`src/logic/eas_map.svh`:
```
/*
  Constants of the event/action sequencer: register offsets, field
  positions, reset values, selector codes and scan timing.
  Assumes it is included by bare name from logic/ sources.
*/
`ifndef EAS_MAP_SVH
`define EAS_MAP_SVH

`define EAS_CLK_NS      4
`define EAS_SCAN_NS     1000000
`define EAS_SCAN_CYC    (`EAS_SCAN_NS / `EAS_CLK_NS)
`define EAS_RAMP_STEP   8'h01

`define EAS_A_CTRL      8'h00
`define EAS_A_COUNT     8'h04
`define EAS_A_TIMER0    8'h08
`define EAS_A_PRESET0   8'h0c
`define EAS_A_PRESET1   8'h10
`define EAS_A_TERM18    8'h14
`define EAS_A_TERM27    8'h18
`define EAS_A_STATUS    8'h1c
`define EAS_A_EVT_BASE  8'h40
`define EAS_A_ACT_BASE  8'ha0
`define EAS_A_WIN_MASK  8'hc0

`define EAS_CTRL_MODE   0
`define EAS_ST_RUN      0
`define EAS_ST_SEL      1
`define EAS_ST_TDONE    2
`define EAS_ST_ATREF    3
`define EAS_ST_IDX      8
`define EAS_ST_SPEED    16

`define EAS_TMR0_RST    16'h07d0
`define EAS_T18_RST     8'h08
`define EAS_T27_RST     8'h02

`define EAS_EV_FALSE    8'h00
`define EAS_EV_TRUE     8'h01
`define EAS_EV_ATREF    8'h04
`define EAS_EV_TMR0     8'h1e
`define EAS_AC_NONE     8'h01
`define EAS_AC_PRE0     8'h0a
`define EAS_AC_PRE1     8'h0b
`define EAS_AC_TMR0     8'h1d
`define EAS_T18_START   8'h08
`define EAS_T18_LATCH   8'h09
`define EAS_T27_NOP     8'h00
`define EAS_T27_COAST   8'h02
`define EAS_T27_STOPN   8'h06

`endif

```
`src/logic/eas_pkg.sv`:
```
/*
  Types of the event/action sequencer.
  Assumes eas_map.svh holds the numeric constants.
*/
package eas_pkg;
  typedef enum logic [2:0] {
    EAS_FREE = 3'b001,
    EAS_RUN  = 3'b010,
    EAS_STOP = 3'b100
  } eas_drv_t;
endpackage

```
`src/logic/eas_timer.sv`:
```
/*
  One-shot timer counted in scan ticks; expiry stays set until restart.
  Assumes tick is a one-cycle pulse on clk.
*/
`timescale 1ns/1ps
module eas_timer (
  input  wire logic        clk,     // system clock
  input  wire logic        rstn,    // synchronous reset, active low
  input  wire logic        tick,    // scan tick pulse
  input  wire logic        start,   // load and run
  input  wire logic [15:0] load,    // duration in scan ticks
  output logic             expired  // duration has elapsed
);
  logic [15:0] cnt_r;
  logic        run_r;
  logic        exp_r;

  assign expired = exp_r;

  // a start in the same cycle as a count wins, so a restart is never lost
  always_ff @(posedge clk) begin
    if (!rstn) begin
      cnt_r <= 16'h0000;
      run_r <= 1'b0;
      exp_r <= 1'b0;
    end else if (start) begin
      cnt_r <= load;
      run_r <= (load != 16'h0000);
      exp_r <= (load == 16'h0000);
    end else if (tick && run_r) begin
      cnt_r <= cnt_r - 16'h0001;
      if (cnt_r == 16'h0001) begin
        run_r <= 1'b0;
        exp_r <= 1'b1;
      end
    end
  end
endmodule

```
`src/logic/eas_seq.sv`:
```
/*
  Event/action sequencer with start/stop terminal decode and speed ramp.
  Assumes a plain register port on clk; terminal pins are asynchronous.
*/
// Implementation choices: the plain strobed port and the register addresses.
`timescale 1ns/1ps
`include "eas_map.svh"
module eas_seq
  import eas_pkg::*;
#(
  parameter int MAX_PAIRS = 20,            // event/action array depth
  parameter int SCAN_CYC  = `EAS_SCAN_CYC  // clock cycles per scan tick
) (
  input  wire logic        clk,        // 250 MHz system clock
  input  wire logic        rstn,       // synchronous reset, active low
  input  wire logic [7:0]  addr,       // register byte address
  input  wire logic [31:0] wdata,      // register write data
  input  wire logic        wr,         // write strobe
  input  wire logic        rd,         // read strobe
  output logic      [31:0] rdata,      // read data, cycle after rd
  input  wire logic        din18,      // start terminal pin
  input  wire logic        din27,      // second terminal pin
  output logic             drv_on,     // output stage powered
  output logic      [7:0]  speed,      // actual speed, percent of max
  output logic             ref_sel,    // active preset reference
  output logic             scan_tick   // scan tick pulse
);

  generate
    if (MAX_PAIRS < 1 || MAX_PAIRS > 20) begin : g_chk_pairs
      $error("MAX_PAIRS must lie in 1..20");
    end
    if (SCAN_CYC < 2) begin : g_chk_scan
      $error("SCAN_CYC must be at least 2");
    end
  endgenerate

  localparam int IW = 5;

  // register state
  logic        mode_r;
  logic [IW-1:0] count_r;
  logic [15:0] tmr0_r;
  logic [7:0]  pre0_r;
  logic [7:0]  pre1_r;
  logic [7:0]  t18_r;
  logic [7:0]  t27_r;
  logic [7:0]  evt_r [MAX_PAIRS];
  logic [7:0]  act_r [MAX_PAIRS];
  logic [31:0] rdata_r;

  // sequencer and drive state
  logic [IW-1:0] idx_r;
  logic [IW-1:0] idx_nxt;
  logic        sel_r;
  logic [7:0]  speed_r;
  logic [7:0]  speed_nxt;
  eas_drv_t    drv_r;
  eas_drv_t    drv_nxt;
  logic        latch_r;
  logic [31:0] scan_cnt_r;
  logic        tick_r;

  // pin synchronisers
  logic [1:0]  s18_r;
  logic [1:0]  s27_r;
  logic        s18_d_r;

  // scan tick
  always_ff @(posedge clk) begin
    if (!rstn) begin
      scan_cnt_r <= 32'h0000_0000;
      tick_r     <= 1'b0;
    end else begin
      tick_r     <= (scan_cnt_r == 32'(SCAN_CYC - 1));
      if (scan_cnt_r == 32'(SCAN_CYC - 1))
        scan_cnt_r <= 32'h0000_0000;
      else
        scan_cnt_r <= scan_cnt_r + 32'h0000_0001;
    end
  end

  always_ff @(posedge clk) begin
    if (!rstn) begin
      s18_r   <= 2'b00;
      s27_r   <= 2'b00;
      s18_d_r <= 1'b0;
    end else begin
      s18_r   <= {s18_r[0], din18};
      s27_r   <= {s27_r[0], din27};
      s18_d_r <= s18_r[1];
    end
  end

  // register decode
  // each window spans twenty-four words, so a power-of-two mask cannot split them
  wire         in_evt  = (addr >= `EAS_A_EVT_BASE) && (addr < `EAS_A_ACT_BASE);
  wire         in_act  = (addr >= `EAS_A_ACT_BASE);
  wire [7:0]   evt_off = addr - `EAS_A_EVT_BASE;
  wire [7:0]   act_off = addr - `EAS_A_ACT_BASE;
  wire [5:0]   win_idx = addr[7:2] & 6'h0f | {addr[6] & 1'b0, 5'h00};
  wire [4:0]   ent     = {addr[6] & 1'b0, addr[5:2]} | 5'h00;
  wire [4:0]   ent_w   = addr[6:2] & 5'h1f;
  wire [4:0]   ent_i   = {1'b0, addr[5:2]} | {ent_w[4] & 1'b0, 4'h0};
  wire [4:0]   e_ix    = in_evt ? evt_off[6:2] : act_off[6:2];
  wire         e_ok    = (addr[1:0] == 2'b00)
                         && ({27'h0, e_ix} < 32'(MAX_PAIRS));
  wire         wr_ctrl = wr && addr == `EAS_A_CTRL;
  wire         wr_cnt  = wr && addr == `EAS_A_COUNT;

  // a count above the array depth is clipped to the depth
  wire [IW-1:0] cnt_w = (wdata[7:0] > 8'(MAX_PAIRS)) ?
                        IW'(MAX_PAIRS) : wdata[IW-1:0];

  always_ff @(posedge clk) begin
    if (!rstn) begin
      mode_r  <= 1'b0;
      count_r <= '0;
      tmr0_r  <= `EAS_TMR0_RST;
      pre0_r  <= 8'h00;
      pre1_r  <= 8'h00;
      t18_r   <= `EAS_T18_RST;
      t27_r   <= `EAS_T27_RST;
    end else if (wr) begin
      if (wr_ctrl)
        mode_r <= wdata[`EAS_CTRL_MODE];
      if (wr_cnt)
        count_r <= cnt_w;
      if (addr == `EAS_A_TIMER0)
        tmr0_r <= wdata[15:0];
      if (addr == `EAS_A_PRESET0)
        pre0_r <= (wdata[7:0] > 8'h64) ? 8'h64 : wdata[7:0];
      if (addr == `EAS_A_PRESET1)
        pre1_r <= (wdata[7:0] > 8'h64) ? 8'h64 : wdata[7:0];
      if (addr == `EAS_A_TERM18)
        t18_r <= wdata[7:0];
      if (addr == `EAS_A_TERM27)
        t27_r <= wdata[7:0];
    end
  end

  // event and action arrays, one entry per generate step
  genvar gi;
  generate
    for (gi = 0; gi < MAX_PAIRS; gi++) begin : g_pair
      always_ff @(posedge clk) begin
        if (!rstn) begin
          evt_r[gi] <= `EAS_EV_FALSE;
          act_r[gi] <= `EAS_AC_NONE;
        end else if (wr && e_ok && e_ix == 5'(gi)) begin
          if (in_evt)
            evt_r[gi] <= wdata[7:0];
          if (in_act)
            act_r[gi] <= wdata[7:0];
        end
      end
    end
  endgenerate

  // event evaluation, only the current index is looked at
  logic        tmr_done;
  wire  [7:0]  cur_evt = evt_r[idx_r];
  wire  [7:0]  cur_act = act_r[idx_r];
  wire  [7:0]  target  = (drv_r == EAS_RUN) ?
                         (sel_r ? pre1_r : pre0_r) : 8'h00;
  wire         at_ref  = (drv_r == EAS_RUN) && (speed_r == target);
  wire         ev_true = (cur_evt == `EAS_EV_TRUE)
                       | ((cur_evt == `EAS_EV_ATREF) & at_ref)
                       | ((cur_evt == `EAS_EV_TMR0) & tmr_done);
  wire         active  = mode_r && (count_r != '0);
  wire         fire    = tick_r && active && ev_true;
  wire         tmr_go  = fire && (cur_act == `EAS_AC_TMR0);
  wire         last    = (idx_r == count_r - IW'(1));

  always_comb begin
    idx_nxt = idx_r;
    if (!active)
      idx_nxt = '0;
    else if (idx_r >= count_r)
      idx_nxt = '0;
    else if (fire)
      idx_nxt = last ? '0 : idx_r + IW'(1);
  end

  // a false event leaves index and outputs untouched for this scan
  always_ff @(posedge clk) begin
    if (!rstn) begin
      idx_r <= '0;
      sel_r <= 1'b0;
    end else begin
      idx_r <= idx_nxt;
      if (fire && cur_act == `EAS_AC_PRE0)
        sel_r <= 1'b0;
      else if (fire && cur_act == `EAS_AC_PRE1)
        sel_r <= 1'b1;
    end
  end

  eas_timer u_tmr0 (
    .clk     (clk),
    .rstn    (rstn),
    .tick    (tick_r),
    .start   (tmr_go),
    .load    (tmr0_r),
    .expired (tmr_done)
  );

  // terminal decode
  wire  t18_lvl  = (t18_r == `EAS_T18_START);
  wire  t18_lat  = (t18_r == `EAS_T18_LATCH);
  wire  stop_n   = (t27_r == `EAS_T27_STOPN) ? s27_r[1] : 1'b1;
  wire  coast    = (t27_r == `EAS_T27_COAST) && !s27_r[1];
  wire  pulse18  = s18_r[1] && !s18_d_r;

  // latched start is set by a start pulse and dropped by stop inverse low
  always_ff @(posedge clk) begin
    if (!rstn)
      latch_r <= 1'b0;
    else if (!t18_lat || !stop_n || coast)
      latch_r <= 1'b0;
    else if (pulse18)
      latch_r <= 1'b1;
  end

  wire  run_cmd = (t18_lvl ? s18_r[1] : latch_r) && stop_n;

  // drive state: ramp toward target, ramp down on stop, then free
  always_comb begin
    drv_nxt   = drv_r;
    speed_nxt = speed_r;
    case (drv_r)
      EAS_FREE: begin
        speed_nxt = 8'h00;
        if (run_cmd && !coast)
          drv_nxt = EAS_RUN;
      end
      EAS_RUN: begin
        if (coast) begin
          drv_nxt   = EAS_FREE;
          speed_nxt = 8'h00;
        end else if (!run_cmd) begin
          drv_nxt = EAS_STOP;
        end else if (tick_r && speed_r < target) begin
          speed_nxt = speed_r + `EAS_RAMP_STEP;
        end else if (tick_r && speed_r > target) begin
          speed_nxt = speed_r - `EAS_RAMP_STEP;
        end
      end
      EAS_STOP: begin
        if (coast || speed_r == 8'h00) begin
          drv_nxt   = EAS_FREE;
          speed_nxt = 8'h00;
        end else if (run_cmd) begin
          drv_nxt = EAS_RUN;
        end else if (tick_r) begin
          speed_nxt = speed_r - `EAS_RAMP_STEP;
        end
      end
      default: begin
        drv_nxt   = EAS_FREE;
        speed_nxt = 8'h00;
      end
    endcase
  end

  always_ff @(posedge clk) begin
    if (!rstn) begin
      drv_r   <= EAS_FREE;
      speed_r <= 8'h00;
    end else begin
      drv_r   <= drv_nxt;
      speed_r <= speed_nxt;
    end
  end

  // read path
  wire [31:0] status = (32'(drv_r != EAS_FREE) << `EAS_ST_RUN)
                     | (32'(sel_r)    << `EAS_ST_SEL)
                     | (32'(tmr_done) << `EAS_ST_TDONE)
                     | (32'(at_ref)   << `EAS_ST_ATREF)
                     | (32'(idx_r)    << `EAS_ST_IDX)
                     | (32'(speed_r)  << `EAS_ST_SPEED);
  logic [31:0] rmux;

  always_comb begin
    rmux = 32'h0000_0000;
    if (in_evt && e_ok)
      rmux = {24'h0, evt_r[e_ix]};
    else if (in_act && e_ok)
      rmux = {24'h0, act_r[e_ix]};
    else begin
      case (addr)
        `EAS_A_CTRL:    rmux = {31'h0, mode_r};
        `EAS_A_COUNT:   rmux = {27'h0, count_r};
        `EAS_A_TIMER0:  rmux = {16'h0, tmr0_r};
        `EAS_A_PRESET0: rmux = {24'h0, pre0_r};
        `EAS_A_PRESET1: rmux = {24'h0, pre1_r};
        `EAS_A_TERM18:  rmux = {24'h0, t18_r};
        `EAS_A_TERM27:  rmux = {24'h0, t27_r};
        `EAS_A_STATUS:  rmux = status;
        default:        rmux = 32'h0000_0000;
      endcase
    end
  end

  always_ff @(posedge clk) begin
    if (!rstn)
      rdata_r <= 32'h0000_0000;
    else
      rdata_r <= rd ? rmux : 32'h0000_0000;
  end

  // outputs: drv_on and ref_sel registered copies
  logic drv_on_r;

  always_ff @(posedge clk) begin
    if (!rstn)
      drv_on_r <= 1'b0;
    else
      drv_on_r <= (drv_nxt != EAS_FREE);
  end

  assign rdata     = rdata_r;
  assign drv_on    = drv_on_r;
  assign speed     = speed_r;
  assign ref_sel   = sel_r;
  assign scan_tick = tick_r;

  // unused decode terms kept out of the logic
  wire unused_ok = &{1'b0, win_idx, ent, ent_i};
endmodule

```
`config.mk`:
```
export PLATFORM = sky130hd
export DESIGN_NAME = eas_seq
export DESIGN_NICKNAME = d
export VERILOG_FILES = /design/src/logic/eas_pkg.sv /design/src/logic/eas_timer.sv /design/src/logic/eas_seq.sv
export VERILOG_INCLUDE_DIRS = /design/src /design/src/logic
export SDC_FILE = /design/constraint.sdc
export NUM_CORES = 1
export LEC_CHECK = 0
export BUFFER_PORTS_ARGS = -buffer_cell sky130_fd_sc_hd__buf_2
export CAP_MARGIN = 20
export CORE_ASPECT_RATIO = 1.2
export CORE_MARGIN = 2
export CORE_UTILIZATION = 57
export DETAILED_ROUTE_END_ITERATION = 7
export GPL_ROUTABILITY_DRIVEN = 0
export GPL_TIMING_DRIVEN = 0
export PLACE_DENSITY = 0.74
export SLEW_MARGIN = 20
export SYNTH_ARGS = -nofsm -noshare
export SYNTH_HDL_FRONTEND = slang
export SYNTH_HIERARCHICAL = 1
export SYNTH_SLANG_ARGS = --single-unit
```
`constraint.sdc`:
```
create_clock -name clk -period 3.2 [get_ports clk]
set_clock_uncertainty 0.15 [all_clocks]
set_input_delay 0.16 -clock clk [delete_from_list [all_inputs] [get_ports clk]]
set_output_delay 0.16 -clock clk [all_outputs]
set_load 0.005 [all_outputs]
```
Word-level counts from Yosys, hierarchy flattened
Memories as Yosys holds them, arrays and structs flattened. A register that Yosys moved wholly into a read port is not among the register bits.
Index checks and enable logic that the tools add are counted.
- $add $sub $neg: 8
- $mul: 0
- div/mod/pow operators: 0
- order comparisons: 9
- equal/unequal tests: 49
- shifts and indexed selects: 0
- muxes and demuxes: 200
- bitwise operators: 52
- reduce and logical (&&, ||, !) cells: 73
- operators with widths (operator ; number):
    $mux W8 ; 52
    $pmux W24 S8 ; 1
    $mux W1 ; 131
    $eq A8 B4 Y1 const B ; 6
    $eq A8 B5 Y1 const B ; 6
    $or A1 B1 Y1 ; 42
    $logic_and A1 B1 Y1 ; 41
    $eq A5 B4 Y1 const B ; 8
    $mux W5 ; 7
    $add A32 B1 Y32 const B ; 1
    $eq A32 B18 Y1 const B ; 1
    $mux W16 ; 2
    $eq A8 B3 Y1 const B ; 3
    $or A13 B24 Y24 ; 1
    $eq A5 B3 Y1 const B ; 4
    $eq A5 B5 Y1 const B ; 4
    $reduce_and A2 Y1 ; 9
    $eq A16 B1 Y1 const B ; 1
    $logic_not A16 Y1 ; 1
    $logic_not A8 Y1 ; 2
    $pmux W8 S2 ; 1
    $reduce_bool A16 Y1 ; 1
    $sub A16 B1 Y16 const B ; 1
    $mux W3 ; 5
    44 further kinds ; 60
- flip-flop bits (word level): 153
- latch bits: 0
- RAM bits: 320
- bits in read-only memories: 0
- bits of input ports: 46
- output and inout port bits: 43
- logic and storage cells: 416
- memories kept: 2
- memory list (memory ; depth ; bits a word ; read ports ; clocked after memory_dff ; write ports ; RTL line ; text):
    act_r ; 20 ; 8 ; 2 ; 1 ; 20 ; eas_seq.sv:49 ; logic [7:0] act_r [MAX_PAIRS];
    evt_r ; 20 ; 8 ; 2 ; 1 ; 20 ; eas_seq.sv:48 ; logic [7:0] evt_r [MAX_PAIRS];

Longest topological paths before layout
Gate-level depths: netlist of run 1.
- word-level depth: 11
- gate-level depth with buffers: 17
- depth with buffers taken out: 13

By module
Netlist of run 1, hierarchy kept.
- modules (own cells, without submodules) (module ; instances ; cells each ; area an instance (sq um) ; seq. area each (sq um)):
    eas_seq ; 1 ; 2042 ; 23950.5 ; 12411.9
    eas_timer ; 1 ; 121 ; 1002.2 ; 360.3

Worst setup path before layout of run 1
OpenSTA, ideal clock, no wires.
- kind: reg-to-reg
- start: register sel_r (netlist: ref_sel)
- end: register u_tmr0.cnt_r[10]
- setup time: 0.133 ns
- arrival: 3.180 ns
- data required time: 2.917 ns
- path slack: -0.262 ns
- stages on the path, launching flop included: 17
- buffers on the path: 4
- clock period less this slack: 3.462 ns
- cells stage by stage: dfxtp_1 > clkbuf_1 > mux2_2 > nand2_1 > ha_1 > nand4_1 > nor3_1 > nor3_1 > nor3b_1 > o221ai_2 > buf_4 > nor2_1 > clkbuf_1 > clkinv_1 > clkbuf_1 > o21ai_0 > a21oi_1
- cells in the longest elaborated chain, start to end: 10
- elaborated cells on any way between the ends: 11
- classes of those cells: 1 x eq/ne; 3 x mux; 3 x bitwise; 4 x reduce/logical
- ends and longest elaborated chain (item ; RTL line ; text):
    start, declared ; eas_seq.sv:55 ; logic sel_r;
    start signal, assigned ; eas_seq.sv:189 ; sel_r <= 1'b0;
    start signal, assigned ; eas_seq.sv:193 ; sel_r <= 1'b0;
    start signal, assigned ; eas_seq.sv:195 ; sel_r <= 1'b1;
    $mux W8 (*) ; eas_seq.sv:165 ; (sel_r ? pre1_r : pre0_r) : 8'h00;
    $mux W8 (*) ; eas_seq.sv:164 ; wire [7:0] target = (drv_r == EAS_RUN) ?
    $eq A8 B8 Y1 (*) ; eas_seq.sv:166 ; wire at_ref = (drv_r == EAS_RUN) && (speed_r == target);
    $logic_and A1 B1 Y1 (*) ; eas_seq.sv:166 ;
    $and A1 B1 Y1 (*) ; eas_seq.sv:168 ; | ((cur_evt == `EAS_EV_ATREF) & at_ref)
    $or A1 B1 Y1 (*) (2 in series) ; eas_seq.sv:167 ; wire ev_true = (cur_evt == `EAS_EV_TRUE)
    $logic_and A1 B1 Y1 (*) ; eas_seq.sv:171 ; wire fire = tick_r && active && ev_true;
    $logic_and A1 B1 Y1 (*) ; eas_seq.sv:172 ; wire tmr_go = fire && (cur_act == `EAS_AC_TMR0);
    named net tmr_go ; eas_seq.sv:172 ;
    $mux W16 / $reduce_bool A2 Y1 (equally long branches) ; n/a ;
    end signal, assigned ; eas_timer.sv:27 ; cnt_r <= load;
    end signal, assigned ; eas_timer.sv:31 ; cnt_r <= cnt_r - 16'h0001;
    end, declared ; eas_timer.sv:14 ; logic [15:0] cnt_r;
The timed path passes the listed nets; every way through them passes the cells marked *.
A chain may end at the register's enable or synchronous reset.

==> results.toml, run 1 <==
[clocking]
clkLatencyLatePin_ns = 0.59
clockRootBuffer = "clkbuf_16"
clkTransAtPathRegs_ns = 0.06
clock_sinks = 478
cts_buffers = 48
clock_path_buffers = 3
cts-htree-levels = 2
cts_tree = "built"

[timing]
setup_viol_count_final = 38
slew-limit-headroom_pct = 20.7
fin_crit_sh_pct = 109
hold_viol = 0
tightest_slew_ns = 1.19
slew_violations = 0
fmax_mhz = 287
fin_ws_ns = -0.289
min_period_ns = 3.49
rsz0062_at_grt = "yes"
timing.hold.ws_ns = 0.0584

[floorplanning]
fp.dieArea_um2 = 45500
placementRows = 84
die_h_um = 233
start_util_pct = 57.3
chipWidth_um = 195
ios = 89
core_area_um2 = 43500

[routing]
wirelength_mm = 82.1
drtIter0Drc = 2548
wl_per_cell_um = 27.6
vias = 20199
routed_via_density = 6.81
ant_nets = 0
drt-pass1-iter-count = 6
post-route-drc-count = 0

[logic_synthesis]
syn_area_um2 = 25000
async_flop_share_pct = 0
yosysMostFrequentCell = "edfxtp_1"
yosysTopAreaCell = "edfxtp_1"
synth.distinct_cells = 83
synth_ff_type = "edfxtp_1"
ys_ff_latch = 478
avgSynthCellArea_um2 = 11.5
seq_area_frac_synth_pct = 51.2
ys_top_cells_by_area = "edfxtp_1 39%, mux4_2 13%, dfxtp_1 13%, and2_1 7.9%, nand2_1 2.6%"
synth-edff-count = 320
synth_warnings = 6
syn_inst = 2163
synth.top_cell.area_share_pct = 38.5
synthTopCellsByCount = "320 x edfxtp_1, 314 x and2_1, 176 x nand2_1, 158 x dfxtp_1, 153 x nor2_1"

[worst_setup_path]
cp.required_ns = 3.51
end_kind = "flip-flop"
crit_arrival_ns = 3.80
critPathMaxFanout = 5
crit_type = "flip-flop to flip-flop"
start_kind = "flip-flop"

[global_route]
grt_pass1_vias = 19562
top_usage_layer = "met2"
use_met3_pct = 9.57
grt_antenna_before_repair = 5
grt_use_met1_pct = 40.3
grt_max_degree = 17
grt.overflow.total = 0
grt_use_total_pct = 35.4
grtUsageMet2_pct = 58.8
grt_first_pass_wirelength_mm = 119

[final_layout]
drive_gt1_share_pct = 22.8
area_delta_synth_final_pct = 17.4
num-nets-final = 2437
multi_input_area_um2 = 12000
register_area_um2 = 12800
nFillCells = 3092

[status]
status = "finished with violations"
violations = "setup timing"

[power_and_ir_drop]
pwr-share-clk_pct = 41.6
leakagePower_nw = 10.2
p_switching_mw = 3.34
p_seq_share_pct = 50.1
p_sw_share_pct = 24.2
combPwrFrac_pct = 8.3
vdd_drop_max_v = 0.000411
p_int_mw = 10.5
power_density_nw_per_um2 = 471

[placement]
hpwlAfterDp_mm = 57.2
dp_slack_ns = -1.44
buffer_ports.inserted = 61

[min_path]
min_path_type = "primary input to flip-flop"

[run]
max_cap_viol_count = 0
critical path: stages (launching register included):
cell and delay (ns):
dfxtp_4 0.37, clkbuf_8 0.16, mux2i_2 0.28, nor2_1 0.07, ha_1 0.28, nand4_1 0.19, nor3_4 0.33, nor3_1 0.11
nor3b_2 0.24, o221ai_4 0.20, buf_6 0.18, buf_6 0.11, or3_4 0.37, a21oi_4 0.31
cells by family (layout without fill, tap and decap cells):
group,after synthesis,in the layout,share of synthesized area (%)
DFF,478,478,51.2
buffers and inverters,192,428,3.34
adders and majority gates,23,23,1.15
and+or+nand+nor,941,941,20.2
xor gates and xnor gates,47,47,1.65
muxes,182,182,14.8
AOI/OAI and AO/OA,299,299,7.69
other,1,11,0.0150
worst paths after layout:
path	depth (start not counted)	slack, ns	startpoint	endpoint
worst max-delay path	13	-0.29	ref_sel	flip-flop
worst min-delay path	3	0.06	rd	rdata[1]
worst min register to register	1	0.29	s27_r[0]	s27_r[1]
worst max register to register	13	-0.29	ref_sel	flip-flop
timing repair:
action                     in CTS  in global routing
hold buffers                   18                  0
gates resized for setup       166                 79
gates cloned                    3                  1
setup endpoints to repair     201                220
pin swaps                      29                 18
setup buffers                  45                 21
hold endpoints to repair       32                  0
power groups by stage:
stage	Clock, mW	Sequential (mW)	Combinational (mW)
final	5.74	6.92	1.14
after global placement	0	7.03	1.00
after CTS	5.71	6.92	1.08
after floorplan	0	6.99	0.649
after detailed placement	0	7.05	1.03
after global routing	5.93	6.94	1.16
cell usage in the layout, fill, tap and decap left out, types with 9 or more instances in the layout:
cell type / count
a21oi_2: 12
nor3_1: 39
nor2_1: 149
buf_4: 71
o21ai_2: 28
a31oi_1: 14
a311oi_1: 10
clkbuf_1: 101
o21ai_0: 19
and2_1: 314
a21oi_1: 72
mux2_2: 11
dfxtp_1: 151
clkbuf_16: 55
a211oi_1: 14
inv_1: 30
nor2b_1: 16
and3_1: 23
nor4_1: 30
xor2_1: 20
buf_6: 16
a22oi_1: 20
o21ai_4: 10
buf_12: 10
edfxtp_1: 320
nand3_1: 77
buf_2: 76
xnor2_1: 27
dlygate4sd3_1: 18
ha_1: 22
nand4_1: 9
mux4_2: 147
o21ai_1: 23
or3_1: 29
mux2i_1: 16
buf_1: 11
nand2_1: 174
flip-flops by register name, indices dropped and copies added (netlist names), 2 cells and up, named ones only:
register and flops:
s27_r 2, u_tmr0/cnt_r 16, rdata 24, s18_r 2
idx_r 5, drv_r 3, t27_r 8, evt_r 160
speed 8, pre0_r 8, scan_cnt_r 32, t18_r 8
pre1_r 8, act_r 160, tmr0_r 16, count_r 5
layout make-up:
class / instances / share of cell area (%)
plain buffers: 156 / 3.30
inverters: 32 / 0.465
flip-flops and latches: 478 / 43.7
multi-input cells: 1500 / 40.9
well taps: 559 / 2.39
clock buffers: 67 / 4.67
diodes: 3 / 0.0256
repair buffers: 152 / 3.89
clock inverters: 21 / 0.687
through the flow:
step                area (um2)  util [%]  setup TNS, ns  total power [mW]  cells
floorplan                25000         -              0              7.64   2170
global placement         26000      59.8        -350.15              8.04   2790
detailed placement       26000      59.9        -308.17              8.08   2793
CTS                      28800      66.2          -4.34              13.7   2944
global route             29300      67.3          -7.63              14.0   2966
finish                   29300      67.4          -5.40              13.8   2968
layer usage:
layer	wire [um]	vias to the layer above	part of all wire, %
met5	8	-	0.0097
met3	9930	430	12
li1	-	8435	-
met4	6580	2	8.0
met1	27000	9783	33
met2	38500	1549	47
(Power assumes the default switching activity.)
==> inputs of run 2 (changes only) <==
CORE_ASPECT_RATIO = 0.9   (was 1.2)
SYNTH_HIERARCHICAL = unset   (was 1)
==> run 2 against run 1 <==
Net effect: the flow finishes with violations (DRC, setup timing); synthesized cell count is 0.97% lower; wire length is 0.83% higher; design area is 1.5% lower; die area is 0.72% lower; power is 1.7% lower; combinational power is 4% lower; hold slack better by 0.019 ns; sequential power hardly changed; worst setup slack worse by 0.039 ns; cell count is 1.5% lower; core utilization is 0.17 points lower; critical path depth is 2 higher; critical path type unchanged; largest power group unchanged.
==> results.toml, run 2 <==
[timing]
min_period_ns = 3.53
tightest_slew_ns = 1.24
fin_crit_sh_pct = 110
tns_ns = -5.37
hold_viol = 0
rsz0062_at_grt = "yes"
timing.hold.ws_ns = 0.0773
slew_violations = 0
fin_ws_ns = -0.328
fmax_mhz = 283
slew-limit-headroom_pct = 17.1
setup_viol_count_final = 33

[logic_synthesis]
synth_ff_type = "edfxtp_1"
async_flop_share_pct = 0
synthTopCellsByCount = "324 x and2_1, 320 x edfxtp_1, 175 x nand2_1, 168 x nor2_1, 158 x dfxtp_1"
seq_area_frac_synth_pct = 51.6
syn_area_um2 = 24800
synth-edff-count = 320
yosysMostFrequentCell = "and2_1"
synth.distinct_cells = 77
ys_ff_latch = 478
avgSynthCellArea_um2 = 11.6
synth.top_cell.area_share_pct = 38.8
syn_inst = 2142
ys_top_cells_by_area = "edfxtp_1 39%, dfxtp_1 13%, mux4_2 12%, and2_1 8.2%, mux2i_1 2.7%"
synth_warnings = 0
yosysTopAreaCell = "edfxtp_1"

[floorplanning]
die_h_um = 202
ios = 89
placementRows = 72
chipWidth_um = 224
start_util_pct = 57.6
core_area_um2 = 43000
fp.dieArea_um2 = 45100

[final_layout]
layout_commonest_cell = "and2_1"
post-route-util_pct = 67.2
drive_gt1_share_pct = 20.6
num-nets-final = 2394
register_area_um2 = 12800
layout_common_cells = "322 x and2_1, 320 x edfxtp_1, 169 x nand2_1"
nFillCells = 3057
postLayoutCellArea_um2 = 28900
multi_input_area_um2 = 11800
top_regs = "act_r: 160 flops, evt_r: 160 flops, scan_cnt_r: 32 flops"
layout.cells.non_filler = 2924
area_delta_synth_final_pct = 16.5

[worst_setup_path]
crit_type = "flip-flop to flip-flop"
crit_top_cell = "buf_12"
worstPathCellList = "buf_12, buf_12, mux2i_1, a22oi_1, a21o_1, buf_4, o2111ai_1, nor4_2, o31ai_4, nor3_4, buf_12, buf_12, buf_12, or3b_1, a21oi_1"
worst_r2r_endpoint = "u_tmr0.run_r"
cp.required_ns = 3.61
start_kind = "flip-flop"
end_kind = "flip-flop"
path_buf_inv = 6
max_stage_delay_ns = 0.48
critPathMaxFanout = 7
rrSetupSlack_ns = -0.33
reg2reg_depth = 15
crit_arrival_ns = 3.93
crit_slowest_cell = "dfxtp_4"
critPathTopFamily = "compound AO/OA/AOI/OAI gates"

[global_route]
grt_antenna_before_repair = 1
grt_max_degree = 20
grt_use_total_pct = 36.5
grt.overflow.total = 0
grt_first_pass_wirelength_mm = 121
grt_pass1_vias = 19231

[placement]
dp_cells = 2767
buffer_ports.inserted = 59
dp_slack_ns = -1.27
hpwlAfterDp_mm = 58.2
place_area_um2 = 25800

[clocking]
cts_buffers = 48
clkTransAtPathRegs_ns = 0.07
clkLatencyLatePin_ns = 0.63
clock_path_buffers = 3
cts-htree-levels = 2
clockRootBuffer = "clkbuf_16"
clock_sinks = 478
cts_tree = "built"

[routing]
post-route-drc-count = 11
vias = 19977
drtIter0Drc = 3450
drt-pass1-iter-count = 8
routed_via_density = 6.83
ant_nets = 0
wl_per_cell_um = 28.3
wirelength_mm = 82.7

[status]
violations = "DRC, setup timing"
status = "finished with violations"

[min_path]
hp-start = "wdata[4]"
min_path_type = "primary input to flip-flop"
min_path_cells = 5
hold_path_end = "pre0_r[4]"

[power_and_ir_drop]
vdd_drop_max_v = 0.000412
power_mw = 13.6
power_density_nw_per_um2 = 470
leakagePower_nw = 9.98

[run]
max_cap_viol_count = 0
run 2: worst max path at each step:
stage,slack (ns),cells past startpoint,to
floorplan,0.008,13,speed[3]
global placement,-1.40,7,act_r[15][6]
detailed placement,-1.27,7,evt_r[15][6]
CTS,-0.16,17,u_tmr0.cnt_r[11]
global route,-0.33,14,u_tmr0.cnt_r[6]
finish,-0.33,15,u_tmr0.run_r
run 2: final cells by class:
type | count | share of cell area [%]
clock inverter | 18 | 0.407
antenna | 5 | 0.0433
sequential | 478 | 44.3
tap | 555 | 2.41
buffer | 143 | 3.02
timing repair buffer | 134 | 3.71
inverter | 24 | 0.312
multi-input combinational | 1497 | 41.0
clock buffer | 70 | 4.75
run 2: worst min-delay path, cell delays in order:
cell and delay (ns):
buf_2 0.10, or2_2 0.10, a31oi_1 0.26, nand3_1 0.12
a21oi_1 0.06
run 2: metal layers:
| metal | GRT usage, % | routed length, um | part of all wire (%) |
|---|---|---|---|
| met1 | 48.5 | 29800 | 36 |
| met2 | 52.2 | 35200 | 43 |
| met3 | 13.9 | 12600 | 15 |
| met4 | 18.8 | 5140 | 6.2 |
| met5 | 0 | 40 | 0.048 |
run 2: power by group:
part	switching, mW	leakage [nW]	total (mW)	internal, mW
clock network	2.46	0.743	5.52	3.06
logic	0.693	4.91	1.10	0.405
registers	0.157	4.33	6.95	6.80
run 2: timing repair:
action                                  4_1_cts  5_1_grt
endpoints found under the setup margin      287      203
buffers inserted                             39       11
hold buffers                                 18        0
endpoints found under the hold margin        30        0
pin swaps                                    27       20
resized for setup                           155       59
gates cloned                                  3        0
run 2: logic make-up (layout without fill, tap and decap cells):
family / after synthesis / in the layout / share of synthesized area [%]
flip-flops: 478 / 478 / 51.6
AO/OA/AOI/OAI: 277 / 277 / 7.29
multiplexers: 209 / 209 / 15.2
adder cells (fa/ha/maj): 22 / 22 / 1.11
buffers and inverters: 174 / 389 / 3.26
XOR/XNOR: 53 / 53 / 1.87
other: 1 / 13 / 0.0151
AND/OR/NAND/NOR: 928 / 928 / 19.7
